[src/design/spmsp_regs.vh]
`ifndef SPMSP_REGS_VH
`define SPMSP_REGS_VH

// ****************************************************************
// Register byte addresses
// ****************************************************************
`define SPMSP_ADDR_CTRL 4'h0
`define SPMSP_ADDR_STAT 4'h4
`define SPMSP_ADDR_DATA 4'h8
`define SPMSP_ADDR_PINS 4'hC

// ****************************************************************
// Control field positions
// ****************************************************************
`define SPMSP_CTRL_IRQ_EN 7
`define SPMSP_CTRL_ENABLE 6
`define SPMSP_CTRL_ORDER 5
`define SPMSP_CTRL_MASTER 4
`define SPMSP_CTRL_IDLE_LVL 3
`define SPMSP_CTRL_PHASE 2
`define SPMSP_CTRL_RATE_HI 1
`define SPMSP_CTRL_RATE_LO 0

// ****************************************************************
// Status field positions
// ****************************************************************
`define SPMSP_STAT_DONE 7
`define SPMSP_STAT_COLL 6
`define SPMSP_STAT_DOUBLE 0

// ****************************************************************
// Pin config fields: direction bits and general output levels
// ****************************************************************
`define SPMSP_PIN_MOSI 0
`define SPMSP_PIN_MISO 1
`define SPMSP_PIN_SCK 2
`define SPMSP_PIN_SS 3
`define SPMSP_PIN_OUT_LSB 4

// ****************************************************************
// Reset values and counts
// ****************************************************************
`define SPMSP_RST_BYTE 8'h00
`define SPMSP_RST_WORD 32'h00000000
`define SPMSP_RST_NIB 4'h0
`define SPMSP_RST_DIV 7'h00
`define SPMSP_LAST_EDGE 4'hF
`define SPMSP_DIV_ONE 7'h01

`endif

[src/design/spmsp_port.v]
// Decided for this implementation: register access over Avalon-MM and the register offsets.
`timescale 1ns/1ns
`include "spmsp_regs.vh"

// Functional notes
// - Master: data write starts clock generator, shifts eight bits out
// - Master: after one byte clock stops, done flag set, irq if enabled
// - Master: port never drives slave select by itself
// - Full duplex: MOSI out, MISO in; master raises SS between packets
// - Slave: SS high keeps port idle, MISO released, SCK ignored
// - Slave: data writes while SS high accepted for next transfer
// - Slave: done flag set after full byte; irq if enabled
// - Transmit single buffered; receive buffer overwritten by next byte
// - Last received byte stays readable after transfer ends
// - Enabled port overrides pin directions per master or slave role
// - Slave: SS always input; SS low lets MISO drive if configured
// - Slave: SS high resets bit count and drops partial byte
// - Master with SS output: SS is plain general output
// - Master with SS input pulled low: become slave, set done flag
// - Irq enable bit with done flag and global enable requests irq
// - Enable bit must be one for any transfer
// - Order bit one sends LSB first, zero sends MSB first
// - Done flag cleared by vector ack or status read then data access
// - Data write during transfer sets collision flag, cleared by status read then data access, not by vector ack
// - Rate bits and double bit divide clock by 2 to 128 in master
// - Idle level sets SCK idle; phase picks leading or trailing sample
module spmsp_port (
    // Clock and reset
    input wire clk_sys,
    input wire nrst,
    // Avalon-MM slave
    input wire [3:0] avs_address,
    input wire avs_read,
    input wire avs_write,
    input wire [31:0] avs_writedata,
    input wire [3:0] avs_byteenable,
    output reg [31:0] avs_readdata,
    output reg avs_waitrequest,
    // Interrupt request
    input wire global_irq_en,
    input wire irq_ack,
    output reg irq_req,
    // Serial clock pin
    input wire sck_i,
    output reg sck_o,
    output reg sck_oe,
    // Master out slave in pin
    input wire mosi_i,
    output reg mosi_o,
    output reg mosi_oe,
    // Master in slave out pin
    input wire miso_i,
    output reg miso_o,
    output reg miso_oe,
    // Slave select pin, active low
    input wire ss_n_i,
    output reg ss_n_o,
    output reg ss_n_oe
);

    // ****************************************************************
    // Engine states
    // ****************************************************************
    localparam [2:0] ST_IDLE = 3'h1;
    localparam [2:0] ST_MAST = 3'h2;
    localparam [2:0] ST_SLAV = 3'h4;

    // ****************************************************************
    // Functions
    // ****************************************************************
    function [7:0] shift_in;
        input [7:0] sh;
        input bit_in;
        input lsb_first;
        begin
            if (lsb_first) begin
                shift_in = {bit_in, sh[7:1]};
            end else begin
                shift_in = {sh[6:0], bit_in};
            end
        end
    endfunction

    function out_bit;
        input [7:0] sh;
        input lsb_first;
        begin
            out_bit = lsb_first ? sh[0] : sh[7];
        end
    endfunction

    // Half SCK period in system clocks
    function [6:0] half_period;
        input dbl;
        input [1:0] rate;
        begin
            case ({dbl, rate})
                3'h0: half_period = 7'h02;
                3'h1: half_period = 7'h08;
                3'h2: half_period = 7'h20;
                3'h3: half_period = 7'h40;
                3'h4: half_period = 7'h01;
                3'h5: half_period = 7'h04;
                3'h6: half_period = 7'h10;
                default: half_period = 7'h20;
            endcase
        end
    endfunction

    // ****************************************************************
    // State
    // ****************************************************************
    reg [7:0] serial_port_control_q;
    reg transfer_done_flag_q;
    reg write_collision_flag_q;
    reg double_rate_bit_q;
    reg clear_armed_q;
    reg [7:0] pin_cfg_q;
    reg [7:0] tx_q;
    reg [7:0] sh_q;
    reg [7:0] serial_data_buffer_q;
    reg smp_q;
    reg samp_pend_q;
    reg out_q;
    reg sck_q;
    reg sck_prev_q;
    reg [3:0] edge_cnt_q;
    reg [6:0] div_cnt_q;
    reg [2:0] st_q;
    reg [2:0] st_d;

    wire irq_en = serial_port_control_q[`SPMSP_CTRL_IRQ_EN];
    wire port_enable_bit = serial_port_control_q[`SPMSP_CTRL_ENABLE];
    wire bit_order_select = serial_port_control_q[`SPMSP_CTRL_ORDER];
    wire master_select_bit = serial_port_control_q[`SPMSP_CTRL_MASTER];
    wire clock_idle_level = serial_port_control_q[`SPMSP_CTRL_IDLE_LVL];
    wire clock_sample_edge = serial_port_control_q[`SPMSP_CTRL_PHASE];
    wire [1:0] rate_sel = serial_port_control_q[`SPMSP_CTRL_RATE_HI:`SPMSP_CTRL_RATE_LO];
    wire ss_is_out = pin_cfg_q[`SPMSP_PIN_SS];

    // ****************************************************************
    // Bus decode
    // ****************************************************************
    wire bus_req = avs_read | avs_write;
    wire bus_acc = bus_req & ~avs_waitrequest;
    wire lane0 = avs_byteenable[0];
    wire hit_ctrl = avs_address == `SPMSP_ADDR_CTRL;
    wire hit_stat = avs_address == `SPMSP_ADDR_STAT;
    wire hit_data = avs_address == `SPMSP_ADDR_DATA;
    wire hit_pins = avs_address == `SPMSP_ADDR_PINS;
    wire wr_lane = bus_acc & avs_write & lane0;
    wire data_acc = bus_acc & hit_data;
    wire data_wr = wr_lane & hit_data;
    wire stat_rd = bus_acc & avs_read & hit_stat;

    // ****************************************************************
    // Engine combinational
    // ****************************************************************
    wire [6:0] half_cnt = half_period(double_rate_bit_q, rate_sel);
    wire busy = st_q[1] | (st_q[2] & (edge_cnt_q != `SPMSP_RST_NIB));
    wire demote = port_enable_bit & master_select_bit & ~ss_is_out & ~ss_n_i;
    wire m_ev = st_q[1] & (div_cnt_q == half_cnt - `SPMSP_DIV_ONE);
    wire s_ev = st_q[2] & (sck_i != sck_prev_q);
    wire ev = m_ev | s_ev;
    wire lvl = st_q[1] ? ~sck_q : sck_i;
    wire lead = lvl != clock_idle_level;
    wire sample_ev = ev & (lead != clock_sample_edge);
    wire setup_ev = ev & (lead == clock_sample_edge);
    wire din = st_q[1] ? miso_i : mosi_i;
    // Master with phase bit zero takes MISO one cycle late, when the pin edge has happened
    wire smp_bit = samp_pend_q ? din : smp_q;
    wire done = ev & (edge_cnt_q == `SPMSP_LAST_EDGE);
    wire start_m = data_wr & ~busy & port_enable_bit & master_select_bit & ~demote;
    wire sel_s = port_enable_bit & ~master_select_bit & ~ss_n_i;
    reg [7:0] sh_n;
    reg out_n;

    always @* begin
        sh_n = sh_q;
        out_n = out_q;
        if (clock_sample_edge) begin
            if (setup_ev) begin
                out_n = out_bit(sh_q, bit_order_select);
            end
            if (sample_ev) begin
                sh_n = shift_in(sh_q, din, bit_order_select);
            end
        end else begin
            if (setup_ev) begin
                sh_n = shift_in(sh_q, smp_bit, bit_order_select);
                out_n = out_bit(sh_n, bit_order_select);
            end
        end
    end

    always @* begin
        st_d = st_q;
        case (st_q)
            ST_IDLE: begin
                if (start_m) begin
                    st_d = ST_MAST;
                end else if (sel_s) begin
                    st_d = ST_SLAV;
                end
            end
            ST_MAST: begin
                if (demote | ~port_enable_bit | done) begin
                    st_d = ST_IDLE;
                end
            end
            ST_SLAV: begin
                if (~sel_s) begin
                    st_d = ST_IDLE;
                end
            end
            default: st_d = ST_IDLE;
        endcase
    end

    // ****************************************************************
    // Shift engine
    // ****************************************************************
    always @(posedge clk_sys) begin
        if (!nrst) begin
            st_q <= ST_IDLE;
            sh_q <= `SPMSP_RST_BYTE;
            tx_q <= `SPMSP_RST_BYTE;
            serial_data_buffer_q <= `SPMSP_RST_BYTE;
            smp_q <= 1'b0;
            samp_pend_q <= 1'b0;
            out_q <= 1'b0;
            sck_q <= 1'b0;
            sck_prev_q <= 1'b0;
            edge_cnt_q <= `SPMSP_RST_NIB;
            div_cnt_q <= `SPMSP_RST_DIV;
        end else begin
            st_q <= st_d;
            sck_prev_q <= sck_i;
            if (data_wr & ~busy) begin
                tx_q <= avs_writedata[7:0];
            end
            samp_pend_q <= sample_ev & st_q[1];
            if ((sample_ev & ~st_q[1]) | samp_pend_q) begin
                smp_q <= din;
            end
            if (start_m) begin
                sh_q <= avs_writedata[7:0];
                out_q <= out_bit(avs_writedata[7:0], bit_order_select);
                edge_cnt_q <= `SPMSP_RST_NIB;
                div_cnt_q <= `SPMSP_RST_DIV;
                sck_q <= clock_idle_level;
            end else if (st_d[0] & ~done) begin
                sh_q <= tx_q;
                out_q <= out_bit(tx_q, bit_order_select);
                edge_cnt_q <= `SPMSP_RST_NIB;
                div_cnt_q <= `SPMSP_RST_DIV;
                sck_q <= clock_idle_level;
            end else begin
                if (done) begin
                    serial_data_buffer_q <= sh_n;
                    edge_cnt_q <= `SPMSP_RST_NIB;
                    sh_q <= tx_q;
                    out_q <= clock_sample_edge ? out_n : out_bit(tx_q, bit_order_select);
                end else begin
                    sh_q <= sh_n;
                    out_q <= out_n;
                    if (ev) begin
                        edge_cnt_q <= edge_cnt_q + 4'h1;
                    end
                    if (st_q[2] & ~busy & ~ev) begin
                        sh_q <= tx_q;
                        out_q <= out_bit(tx_q, bit_order_select);
                    end
                end
                if (st_q[1]) begin
                    if (m_ev) begin
                        div_cnt_q <= `SPMSP_RST_DIV;
                        sck_q <= ~sck_q;
                    end else begin
                        div_cnt_q <= div_cnt_q + `SPMSP_DIV_ONE;
                    end
                end
            end
        end
    end

    // ****************************************************************
    // Registers and flags
    // ****************************************************************
    wire flag_clr = clear_armed_q & data_acc;
    wire done_set = done | demote;

    always @(posedge clk_sys) begin
        if (!nrst) begin
            serial_port_control_q <= `SPMSP_RST_BYTE;
            transfer_done_flag_q <= 1'b0;
            write_collision_flag_q <= 1'b0;
            double_rate_bit_q <= 1'b0;
            clear_armed_q <= 1'b0;
            pin_cfg_q <= `SPMSP_RST_BYTE;
        end else begin
            if (wr_lane & hit_ctrl) begin
                serial_port_control_q <= avs_writedata[7:0];
            end
            if (demote) begin
                serial_port_control_q[`SPMSP_CTRL_MASTER] <= 1'b0;
            end
            if (wr_lane & hit_stat) begin
                double_rate_bit_q <= avs_writedata[`SPMSP_STAT_DOUBLE];
            end
            if (wr_lane & hit_pins) begin
                pin_cfg_q <= avs_writedata[7:0];
            end
            // Set wins over clear
            transfer_done_flag_q <= done_set |
                (transfer_done_flag_q & ~flag_clr & ~irq_ack);
            write_collision_flag_q <= (data_wr & busy) |
                (write_collision_flag_q & ~flag_clr);
            if (stat_rd & (transfer_done_flag_q | write_collision_flag_q)) begin
                clear_armed_q <= 1'b1;
            end else if (data_acc) begin
                clear_armed_q <= 1'b0;
            end
        end
    end

    // ****************************************************************
    // Bus answer: one wait state per access
    // ****************************************************************
    always @(posedge clk_sys) begin
        if (!nrst) begin
            avs_waitrequest <= 1'b1;
            avs_readdata <= `SPMSP_RST_WORD;
        end else begin
            avs_waitrequest <= ~(bus_req & avs_waitrequest);
            if (bus_req & avs_waitrequest) begin
                avs_readdata <= `SPMSP_RST_WORD;
                if (avs_read & hit_ctrl) begin
                    avs_readdata[7:0] <= serial_port_control_q;
                end
                if (avs_read & hit_stat) begin
                    avs_readdata[`SPMSP_STAT_DONE] <= transfer_done_flag_q;
                    avs_readdata[`SPMSP_STAT_COLL] <= write_collision_flag_q;
                    avs_readdata[`SPMSP_STAT_DOUBLE] <= double_rate_bit_q;
                end
                if (avs_read & hit_data) begin
                    avs_readdata[7:0] <= serial_data_buffer_q;
                end
                if (avs_read & hit_pins) begin
                    avs_readdata[7:0] <= pin_cfg_q;
                    avs_readdata[11:8] <= {ss_n_i, sck_i, miso_i, mosi_i};
                end
            end
        end
    end

    // ****************************************************************
    // Pin overrides and interrupt
    // ****************************************************************
    wire en_m = port_enable_bit & master_select_bit;
    wire en_s = port_enable_bit & ~master_select_bit;
    wire [3:0] gp_out = pin_cfg_q[7:`SPMSP_PIN_OUT_LSB];

    always @(posedge clk_sys) begin
        if (!nrst) begin
            irq_req <= 1'b0;
            sck_o <= 1'b0;
            sck_oe <= 1'b0;
            mosi_o <= 1'b0;
            mosi_oe <= 1'b0;
            miso_o <= 1'b0;
            miso_oe <= 1'b0;
            ss_n_o <= 1'b0;
            ss_n_oe <= 1'b0;
        end else begin
            irq_req <= irq_en & transfer_done_flag_q & global_irq_en;
            sck_o <= en_m ? sck_q : gp_out[`SPMSP_PIN_SCK];
            mosi_o <= en_m ? out_q : gp_out[`SPMSP_PIN_MOSI];
            miso_o <= en_s ? out_q : gp_out[`SPMSP_PIN_MISO];
            ss_n_o <= gp_out[`SPMSP_PIN_SS];
            sck_oe <= ~en_s & pin_cfg_q[`SPMSP_PIN_SCK];
            mosi_oe <= ~en_s & pin_cfg_q[`SPMSP_PIN_MOSI];
            miso_oe <= ~en_m & pin_cfg_q[`SPMSP_PIN_MISO] &
                ~(en_s & ss_n_i);
            ss_n_oe <= ~en_s & pin_cfg_q[`SPMSP_PIN_SS];
        end
    end

endmodule

[config.mk]
export PLATFORM = sky130hd
export DESIGN_NAME = spmsp_port
export DESIGN_NICKNAME = d
export VERILOG_FILES = /design/src/design/spmsp_port.v
export VERILOG_INCLUDE_DIRS = /design/src /design/src/design
export SDC_FILE = /design/constraint.sdc
export NUM_CORES = 1
export LEC_CHECK = 0
export BUFFER_PORTS_ARGS = -buffer_cell sky130_fd_sc_hd__buf_2
export CAP_MARGIN = 10
export CORE_MARGIN = 2
export CORE_UTILIZATION = 55
export CTS_CLUSTER_DIAMETER = 120
export DETAILED_ROUTE_END_ITERATION = 6
export PLACE_DENSITY = 0.8
export RECOVER_POWER = 25
export SYNTH_ARGS = -nofsm -noshare
export SYNTH_HDL_FRONTEND = slang
export SYNTH_SLANG_ARGS = --single-unit
[constraint.sdc]
create_clock -name clk_sys -period 7 [get_ports clk_sys]
set_input_delay 1.05 -clock clk_sys [delete_from_list [all_inputs] [get_ports clk_sys]]
set_output_delay 1.05 -clock clk_sys [all_outputs]
set_load 0.03 [all_outputs]
; Word-level counts from Yosys, hierarchy flattened
; Cells that the tools add are included.
[op_classes]
muxes = 45
n_bitwise = 79
add_sub_neg = 3
n_eq_ne = 20
reduce_logical = 12
[ops]
columns = operator, n
row1 = two-way mux 8 bit, 11
row2 = AND 1 bit, 49
row3 = case mux 7 bit (6 select lines), 1
row4 = two-way mux 1 bit, 25
row5 = inverter 1 bit, 20
row6 = == test 3 bit (second input constant), 4
row7 = == test 4 bit (second input constant), 3
row8 = two-way mux 12 bit, 1
row9 = two-way mux 3 bit, 4
row10 = OR 1 bit, 10
row11 = case mux 3 bit (3 select lines), 1
row12 = adder 7 x 1 -> 7 bit (second input constant), 1
row13 = == test 7 bit, 1
row14 = two-way mux 7 bit, 1
row15 = subtractor 7 x 1 -> 7 bit (second input constant), 1
row16 = == test 3 x 1 -> 1 bit (second input constant), 2
row17 = == test 3 x 2 -> 1 bit (second input constant), 2
row18 = AND reduction 3 bit, 2
row19 = nonzero test 3 bit, 2
row20 = adder 4 x 1 -> 4 bit (second input constant), 1
row21 = == test 4 x 3 -> 1 bit (second input constant), 1
row22 = zero test 4 bit, 1
row23 = inequality test 2 bit (second input constant), 2
row24 = nonzero test 4 bit, 1
row25 = other kinds (10), 12
[word_totals]
out_inout_bits = 42
in_bits = 50
regBits = 85
wordCells = 189

; Longest topological paths before layout
; Gate-level depths: netlist of the first run.
[depth]
word_depth = 14
ltp_mapped = 9
depth_no_buf = 9

; Worst setup path before layout of the first run
; OpenSTA, ideal clock, no wires.
[synth_path]
kind = in2reg
startpoint = input avs_address[2]
endpoint = register sh_q[0]
cell_stages = 9
t_required_ns = 6.926
slack_ns = 3.888
setup_time_ns = 0.074
t_arrival_ns = 3.038
n_path_buf = 2
cell_sequence = buf_6 -> or4b_1 -> buf_2 -> a2111o_1 -> nor2_2 -> o21ba_4 -> nand2_4 -> or3_1 -> a31oi_1
[synth_via]
elab_chain_len = 11
[synth_rtl]
columns = item, line_no
row1 = start: declaration, spmsp_port.v:32  ; input wire [3:0] avs_address,
row2 = == test 4 bit (no line) *, n/a
row3 = AND 1 bit *, spmsp_port.v:153  ; wire data_wr = wr_lane & hit_data;
row4 = AND 1 bit * (4 in series), spmsp_port.v:173  ; wire start_m = data_wr & ~busy & port_enable_bit & master_select_bit & ~demote;
row5 = two-way mux 3 bit, spmsp_port.v:200  ; if (start_m) begin
row6 = case mux 3 bit (3 select lines), spmsp_port.v:198  ; case (st_q)
row7 = AND 1 bit, spmsp_port.v:252  ; end else if (st_d[0] & ~done) begin
row8 = two-way mux 8 bit, spmsp_port.v:252
row9 = two-way mux 8 bit *, spmsp_port.v:246  ; if (start_m) begin
row10 = end signal: assignment, spmsp_port.v:247  ; sh_q <= avs_writedata[7:0];
row11 = end signal: assignment, spmsp_port.v:253  ; sh_q <= tx_q;
row12 = end signal: assignment, spmsp_port.v:262  ; sh_q <= tx_q;
row13 = end: declaration, spmsp_port.v:120  ; reg [7:0] sh_q;
; Mark *: on every way between the ends. The rest lies on a longest branch, timed or not.
; A chain may end at the register's enable or synchronous reset.

==> summary.md, run 1 <==
| Metric | Value |
|---|---|
| Top cells by area, synth | `dfxtp_1, mux2i_1, nor2_1` |
| Vias/cell | `6.00` |
| Largest net degree at the start of global routing | `41` |
| Worst Path Class, Setup | `in -> reg` |
| Detailed Route WL | `about 10,000 um` |
| Netlist Area Pre-Place | `approximately 4300 um2` |
| Power per Cell Area | `195 nW/um2` |
| Worst Path Arrival | `roughly 4.0 ns` |
| Final Hold Fails | `0` |
| ANT nets after route | `0` |
| HP Class | `reg -> reg` |
| Cts bufs inserted | `9` |
| Met1 usage | `32.8%` |
| GRT busiest layer | `met2` |
| Avg Inst Size Synth | `~8.7 um2` |
| Synth Register Bits | `between 80 and 90` |
| DRC | `0` |
| Failing checks | `capacitance limit, slew limit` |
| Crit-path cells | `clkbuf_1 -> inv_1 -> buf_4 -> or4_1 -> o311ai_1` |
| Grt met3 use | `roughly 3.4%` |
| # IOs | `between 90 and 100` |
| Final setup vio count | `0` |
| Slew Limit Fails | `approximately 40` |
| GPL Wtd Cong | `0.906` |
| Wire per inst | `approximately 16 um` |
| Via count | `3,786` |
| Maximum capacitance violations | `1` |
| Clk_lat worst skew | `0.36 ns` |
| Die Wd | `92.5 um` |
| Total grt overflow | `0` |
| Iteration-0 DRC Markers | `~400` |
| EDFF count, synth | `0` |
| Synth Instances | `around 500` |
| CTS resizes | `0` |
| Leak | `~1.7 nW` |
| Die area | `roughly 8600 um2` |
| Critical Path End Type | `flip-flop` |
| Critical path's top delay family | `buffers and inverters` |
| Status | `finished with violations` |
| Vias in the first global route | `between 3,000 and 4,000` |
| Final min period | `~3.7 ns` |
| CP Launch Type | `input port` |
| RSZ-0062 raised after global routing | `false` |
| Fillers | `672` |
| Synth cell count leaders | `dfxtp_1, nor2_1, nand2_1` |
| Global routing usage on met2 | `39.2%` |
| CP required | `approximately 7.3 ns` |
| Synth top area share | `between 30% and 40%` |
| Ys flop type | `dfxtp_1` |
| Fin crit share | `~53%` |
| Final nets | `578` |
| Register area share after synthesis | `between 30% and 40%` |
| Input/output buffers | `44` |
| WHS | `0.459 ns` |
| Core Region | `7650 um2` |
| Rows | `32` |
| Slew headroom | `-17.9%` |
| Synth unique cells | `slightly below 70` |
| HPWL after DPL | `around 7300 um` |
| Global-route wire length before repair | `between 15,000 and 20,000 um` |
| Initial antenna violation count | `0` |
| Cts hold-fix bufs | `0` |
| Layout cell share with drive strength beyond 1 | `about a tenth` |
| CTS tree | `done` |
| CTS sink count | `85` |
| Synthesis Warnings | `0` |
| Critical path buffer and inverter count | `3` |
| Max H-tree Level | `3` |
| CTS clk-pin slew, worst paths | `~0.08 ns` |
| Worst-Margin Slew | `between 1.5 and 2 ns` |
| Post-CTS Setup Inserts | `0` |
| Max clock buf depth | `2` |
| CP max stage delay | `about 1.2 ns` |
| VDD IR-drop max | `0.0821 mV` |
| Starting Density | `between 50 and 60%` |
| Slowest CP cell | `clkbuf_1` |
| Max Freq | `0.267 GHz` |
| Fin Clk Skew | `0.00866 ns` |
| Top-count cell post-synth | `dfxtp_1` |
| Crit-path max FO | `40` |
| Diodes inserted | `0` |
| Die H | `approximately 93 um` |
| Clk root buf | `clkbuf_8` |
| Area leader, netlist | `dfxtp_1` |
| Setup TNS | `0 ns` |
| Global Route Usage Sum | `approximately a quarter` |
| Area Growth Syn to Fin | `7.90%` |
| DR pass1 iterations | `5` |
| Synth async-reset ratio | `0%` |
[worst min-delay path: cells and delay by family (launching register included)]
family             cells  cell delay [ns]
and+or+nand+nor        1             0.05
DFF                    1             0.32
AOI/OAI and AO/OA      1             0.05
[metrics by stage]
step / std cells / utilization, % / power, mW / setup slack, ns / area, um2
after floorplan: 515 / - / 0.554 / 3.89 / 4380
after global placement: 616 / 58.5 / 0.563 / 3.37 / 4480
after detailed placement: 616 / 58.5 / 0.565 / 3.36 / 4480
after CTS: 631 / 61.1 / 0.905 / 3.72 / 4670
after global routing: 631 / 60.8 / 0.930 / 2.97 / 4650
final: 631 / 60.8 / 0.904 / 3.26 / 4650
[kinds of logic after synthesis]
group	Yosys count	share of synthesized area [%]
AOI/OAI and AO/OA	100	16.9
xor gates and xnor gates	12	2.76
adders and majority gates	3	0.871
buffers and inverters	57	7.03
DFF	85	39.5
muxes	45	11.4
other	1	0.0870
and+or+nand+nor	193	21.5
[routing by layer]
layer	vias to the layer above	wire (um)
li1	1810	-
met1	1770	4440
met2	184	4750
met3	22	748
met4	0	246
met5	-	0
[final timing paths]
check	start	endpoint	slack, ns	cells after the start
min reg2reg	avs_readdata[8]	avs_readdata[8]	0.46	2
max reg2reg	serial_port_control_q[1]	serial_data_buffer_q[1]	3.86	7
max	nrst	out_q	3.26	5
min	avs_readdata[8]	avs_readdata[8]	0.46	2
[sequential cells by signal, indices dropped and copies added, names as in the netlist, 3 cells and up]
| name | cells |
|---|---|
| edge_cnt_q | 4 |
| avs_readdata | 12 |
| st_q | 3 |
| pin_cfg_q | 8 |
| serial_port_control_q | 8 |
| sh_q | 8 |
| serial_data_buffer_q | 8 |
| div_cnt_q | 7 |
| tx_q | 8 |
[final cells by class]
type                       instances  area [um2]  share of cell area, %
clock buffer                       9         124                   2.66
clock inverter                     6        72.6                   1.56
inverter                          10        37.5                  0.808
multi-input combinational        373        2370                   51.1
sequential                        85        1700                   36.6
tap                              102         128                   2.75
timing repair buffer              46         210                   4.52
[cells in the final DEF, fill, tap and decap left out, drive strengths merged, types with 8 or more instances in the layout]
cell	netlist	final
dfxtp	85	85
a21oi	16	16
clkbuf	19	29
nor3	13	13
nor2	71	71
inv	10	11
mux2i	41	41
nand3	12	12
o21ai	18	18
and2	8	8
o22ai	14	14
buf	28	26
a211oi	11	11
conb	1	20
nand2	45	45
[power breakdown]
part           internal, mW  switching (mW)  total [mW]
registers             0.486         0.00247       0.489
logic                0.0146          0.0503      0.0650
clock network         0.166           0.185       0.351
total                 0.667           0.237       0.904
Power figures use the tool's default switching activity.
==> run 2, diff against run 1 <==
==> constraint.sdc (replaced) <==
create_clock -name clk_sys -period 3.45 [get_ports clk_sys]
set_input_delay 0.5175 -clock clk_sys [delete_from_list [all_inputs] [get_ports clk_sys]]
set_output_delay 0.5175 -clock clk_sys [all_outputs]
set_load 0.03 [all_outputs]
==> summary.md, run 2 (synthesis gave the netlist of run 1 again) <==
| Metric | Value |
|---|---|
| Total grt overflow | `0 (unchanged)` |
| Worst Path Class, Setup | `reg -> reg (was in -> reg)` |
| R2R depth | `7 (unchanged)` |
| Starting Density | `56.3% (unchanged)` |
| Register area | `1700 um2 (unchanged)` |
| CTS clk-pin slew, worst paths | `0.10 ns (was 0.08 ns)` |
| WHS | `0.427 ns (was 0.459 ns)` |
| Reg-to-Reg End | `sh_q[0] (was serial_data_buffer_q[1])` |
| Cts bufs inserted | `9 (unchanged)` |
| Die H | `92.5 um (unchanged)` |
| Input/output buffers | `44 (unchanged)` |
| Slowest CP cell | `a31oi_2 (was clkbuf_1)` |
| DR pass1 iterations | `7 (was 5)` |
| Die Wd | `92.5 um (unchanged)` |
| Crit-path max FO | `12 (was 40)` |
| Failing checks | `capacitance limit, slew limit (unchanged)` |
| DRC | `0 (unchanged)` |
| Global-route wire length before repair | `16,600 um (was 16,700 um)` |
| Most frequent cells in the layout | `dfxtp_1, nor2_1, nand2_1 (unchanged)` |
| Reg-to-reg slack, setup | `0.72 ns (was 3.86 ns)` |
| Core Region | `7650 um2 (unchanged)` |
| WHS Path Cells | `3 (was 2)` |
| Slew headroom | `-15.5% (was -17.9%)` |
| Initial antenna violation count | `0 (unchanged)` |
| Max H-tree Level | `3 (unchanged)` |
| Most common cell after layout, fill and taps aside | `dfxtp_1 (unchanged)` |
| Clk_lat worst skew | `0.37 ns (was 0.36 ns)` |
| Largest register FFs | `12 (unchanged)` |
| Crit-path cells | `nor4_1 -> a311oi_1 -> a2111oi_4 -> a31oi_2 -> nand2_4 -> or3_1 -> a31oi_1 (was clkbuf_1 -> inv_1 -> buf_4 -> or4_1 -> o311ai_1)` |
| Largest net degree at the start of global routing | `49 (was 41)` |
| Final min period | `about 2.7 ns` |
| CP required | `3.74 ns (was 7.27 ns)` |
| VDD IR-drop max | `0.161 mV (was 0.0821 mV)` |
| Post-CTS Setup Inserts | `0 (unchanged)` |
| Leak | `1.73 nW (was 1.69 nW)` |
| Rows | `32 (unchanged)` |
| Iteration-0 DRC Markers | `371 (was 406)` |
| Cts hold-fix bufs | `0 (unchanged)` |
| Vias/cell | `5.97 (was 6.00)` |
| Crit path launch | `serial_port_control_q[1] (was nrst)` |
| Die area | `8560 um2 (unchanged)` |
| Global Route Usage Sum | `24.6% (was 24.5%)` |
| Diodes inserted | `0 (unchanged)` |
| CTS resizes | `0 (unchanged)` |
| Fin crit share | `79.2%` |
| Setup TNS | `0 ns (unchanged)` |
| CTS tree | `done (unchanged)` |
| Cells after DPL | `620 (was 616)` |
| Sink of the worst hold path | `avs_readdata[9] (was avs_readdata[8])` |
| Critical Path End Type | `flip-flop (unchanged)` |
| Wire per inst | `16.2 um (was 16.1 um)` |
| Placed inst area | `4510 um2 (was 4480 um2)` |
| Total power draw | `1.79 mW (was 0.904 mW)` |
| Largest Register | `avs_readdata (unchanged)` |
| R2r startpoint | `serial_port_control_q[1] (unchanged)` |
| Vias in the first global route | `3,340 (was 3,503)` |
| Final setup vio count | `0 (unchanged)` |
| Final nets | `582 (was 578)` |
| ANT nets after route | `0 (unchanged)` |
| HPWL after DPL | `7290 um (was 7340 um)` |
| Final Core Density | `61.0% (was 60.8%)` |
| Maximum capacitance violations | `1 (unchanged)` |
| Max Freq | `~0.37 GHz` |
| Final std cells w/o fill | `636 (was 631)` |
| Final WS setup | `0.716 ns (was 3.26 ns)` |
| Fin area | `4670 um2 (was 4650 um2)` |
| CTS sink count | `85 (unchanged)` |
| Worst Path Arrival | `3.03 ns (was 4.01 ns)` |
| Min-delay src | `miso_i (was avs_readdata[8])` |
| Clk root buf | `clkbuf_8 (unchanged)` |
| Fillers | `662 (was 672)` |
| Post-Place Worst Slack | `0.667 ns (was 3.36 ns)` |
| HP Class | `in -> reg (was reg -> reg)` |
| CP max stage delay | `0.62 ns (was 1.24 ns)` |
| CP Launch Type | `flip-flop (was input port)` |
| Slew Limit Fails | `41 (unchanged)` |
| Layout cell share with drive strength beyond 1 | `12.4% (was 10.4%)` |
| Power per Cell Area | `384 nW/um2 (was 195 nW/um2)` |
| # IOs | `92 (unchanged)` |
| Status | `finished with violations (unchanged)` |
| Worst-Margin Slew | `1.73 ns (was 1.77 ns)` |
| Fin Clk Skew | `0.0154 ns (was 0.00866 ns)` |
| Footprint of the multi-input gates | `2370 um2 (unchanged)` |
| Via count | `3,798 (was 3,786)` |
| Detailed Route WL | `10,300 um (was 10,200 um)` |
| RSZ-0062 raised after global routing | `false (unchanged)` |
| Area Growth Syn to Fin | `8.34% (was 7.90%)` |
| GPL Wtd Cong | `0.849 (was 0.906)` |
| Final Hold Fails | `0 (unchanged)` |
| Max clock buf depth | `2 (unchanged)` |
==> run 2: where the power goes <==
group | switching [mW] | internal (mW) | total, mW
sequential | 0.00499 | 0.987 | 0.992
clock | 0.397 | 0.270 | 0.668
combinational | 0.102 | 0.0313 | 0.134
==> run 2: final cells by class <==
class	instances	area share, %
clock buffer	9	2.65
multi-input combinational	373	50.9
timing repair buffer	50	5.25
tap	102	2.73
clock inverter	7	1.21
inverter	10	0.804
sequential	85	36.5
==> run 2: how the worst max path moves through the flow <==
stage | to | slack, ns | cells past startpoint
2_1_floorplan | sh_q[0] | 0.87 | 9
3_3_place_gp | sh_q[0] | 0.69 | 8
3_5_place_dp | sh_q[0] | 0.67 | 8
4_1_cts | sh_q[0] | 0.75 | 7
5_1_grt | serial_data_buffer_q[4] | 0.49 | 8
6_report | sh_q[0] | 0.72 | 7
==> run 2: per-layer routing <==
layer  share of wire (%)  wire (um)  vias up  GRT usage [%]
li1                    -          -     1811              -
met1                  43       4470     1767           34.2
met2                  47       4840      196           39.4
met3                 8.0        831       24           2.60
met4                 1.9        192        0           9.20
met5                   0          0        -              0
==> run 2: critical path, delay by kind of cell, from the launching register on <==
kind | cells | cell delay, ns
compound gates | 4 | 1.34
flops | 1 | 0.59
simple gates | 3 | 0.72
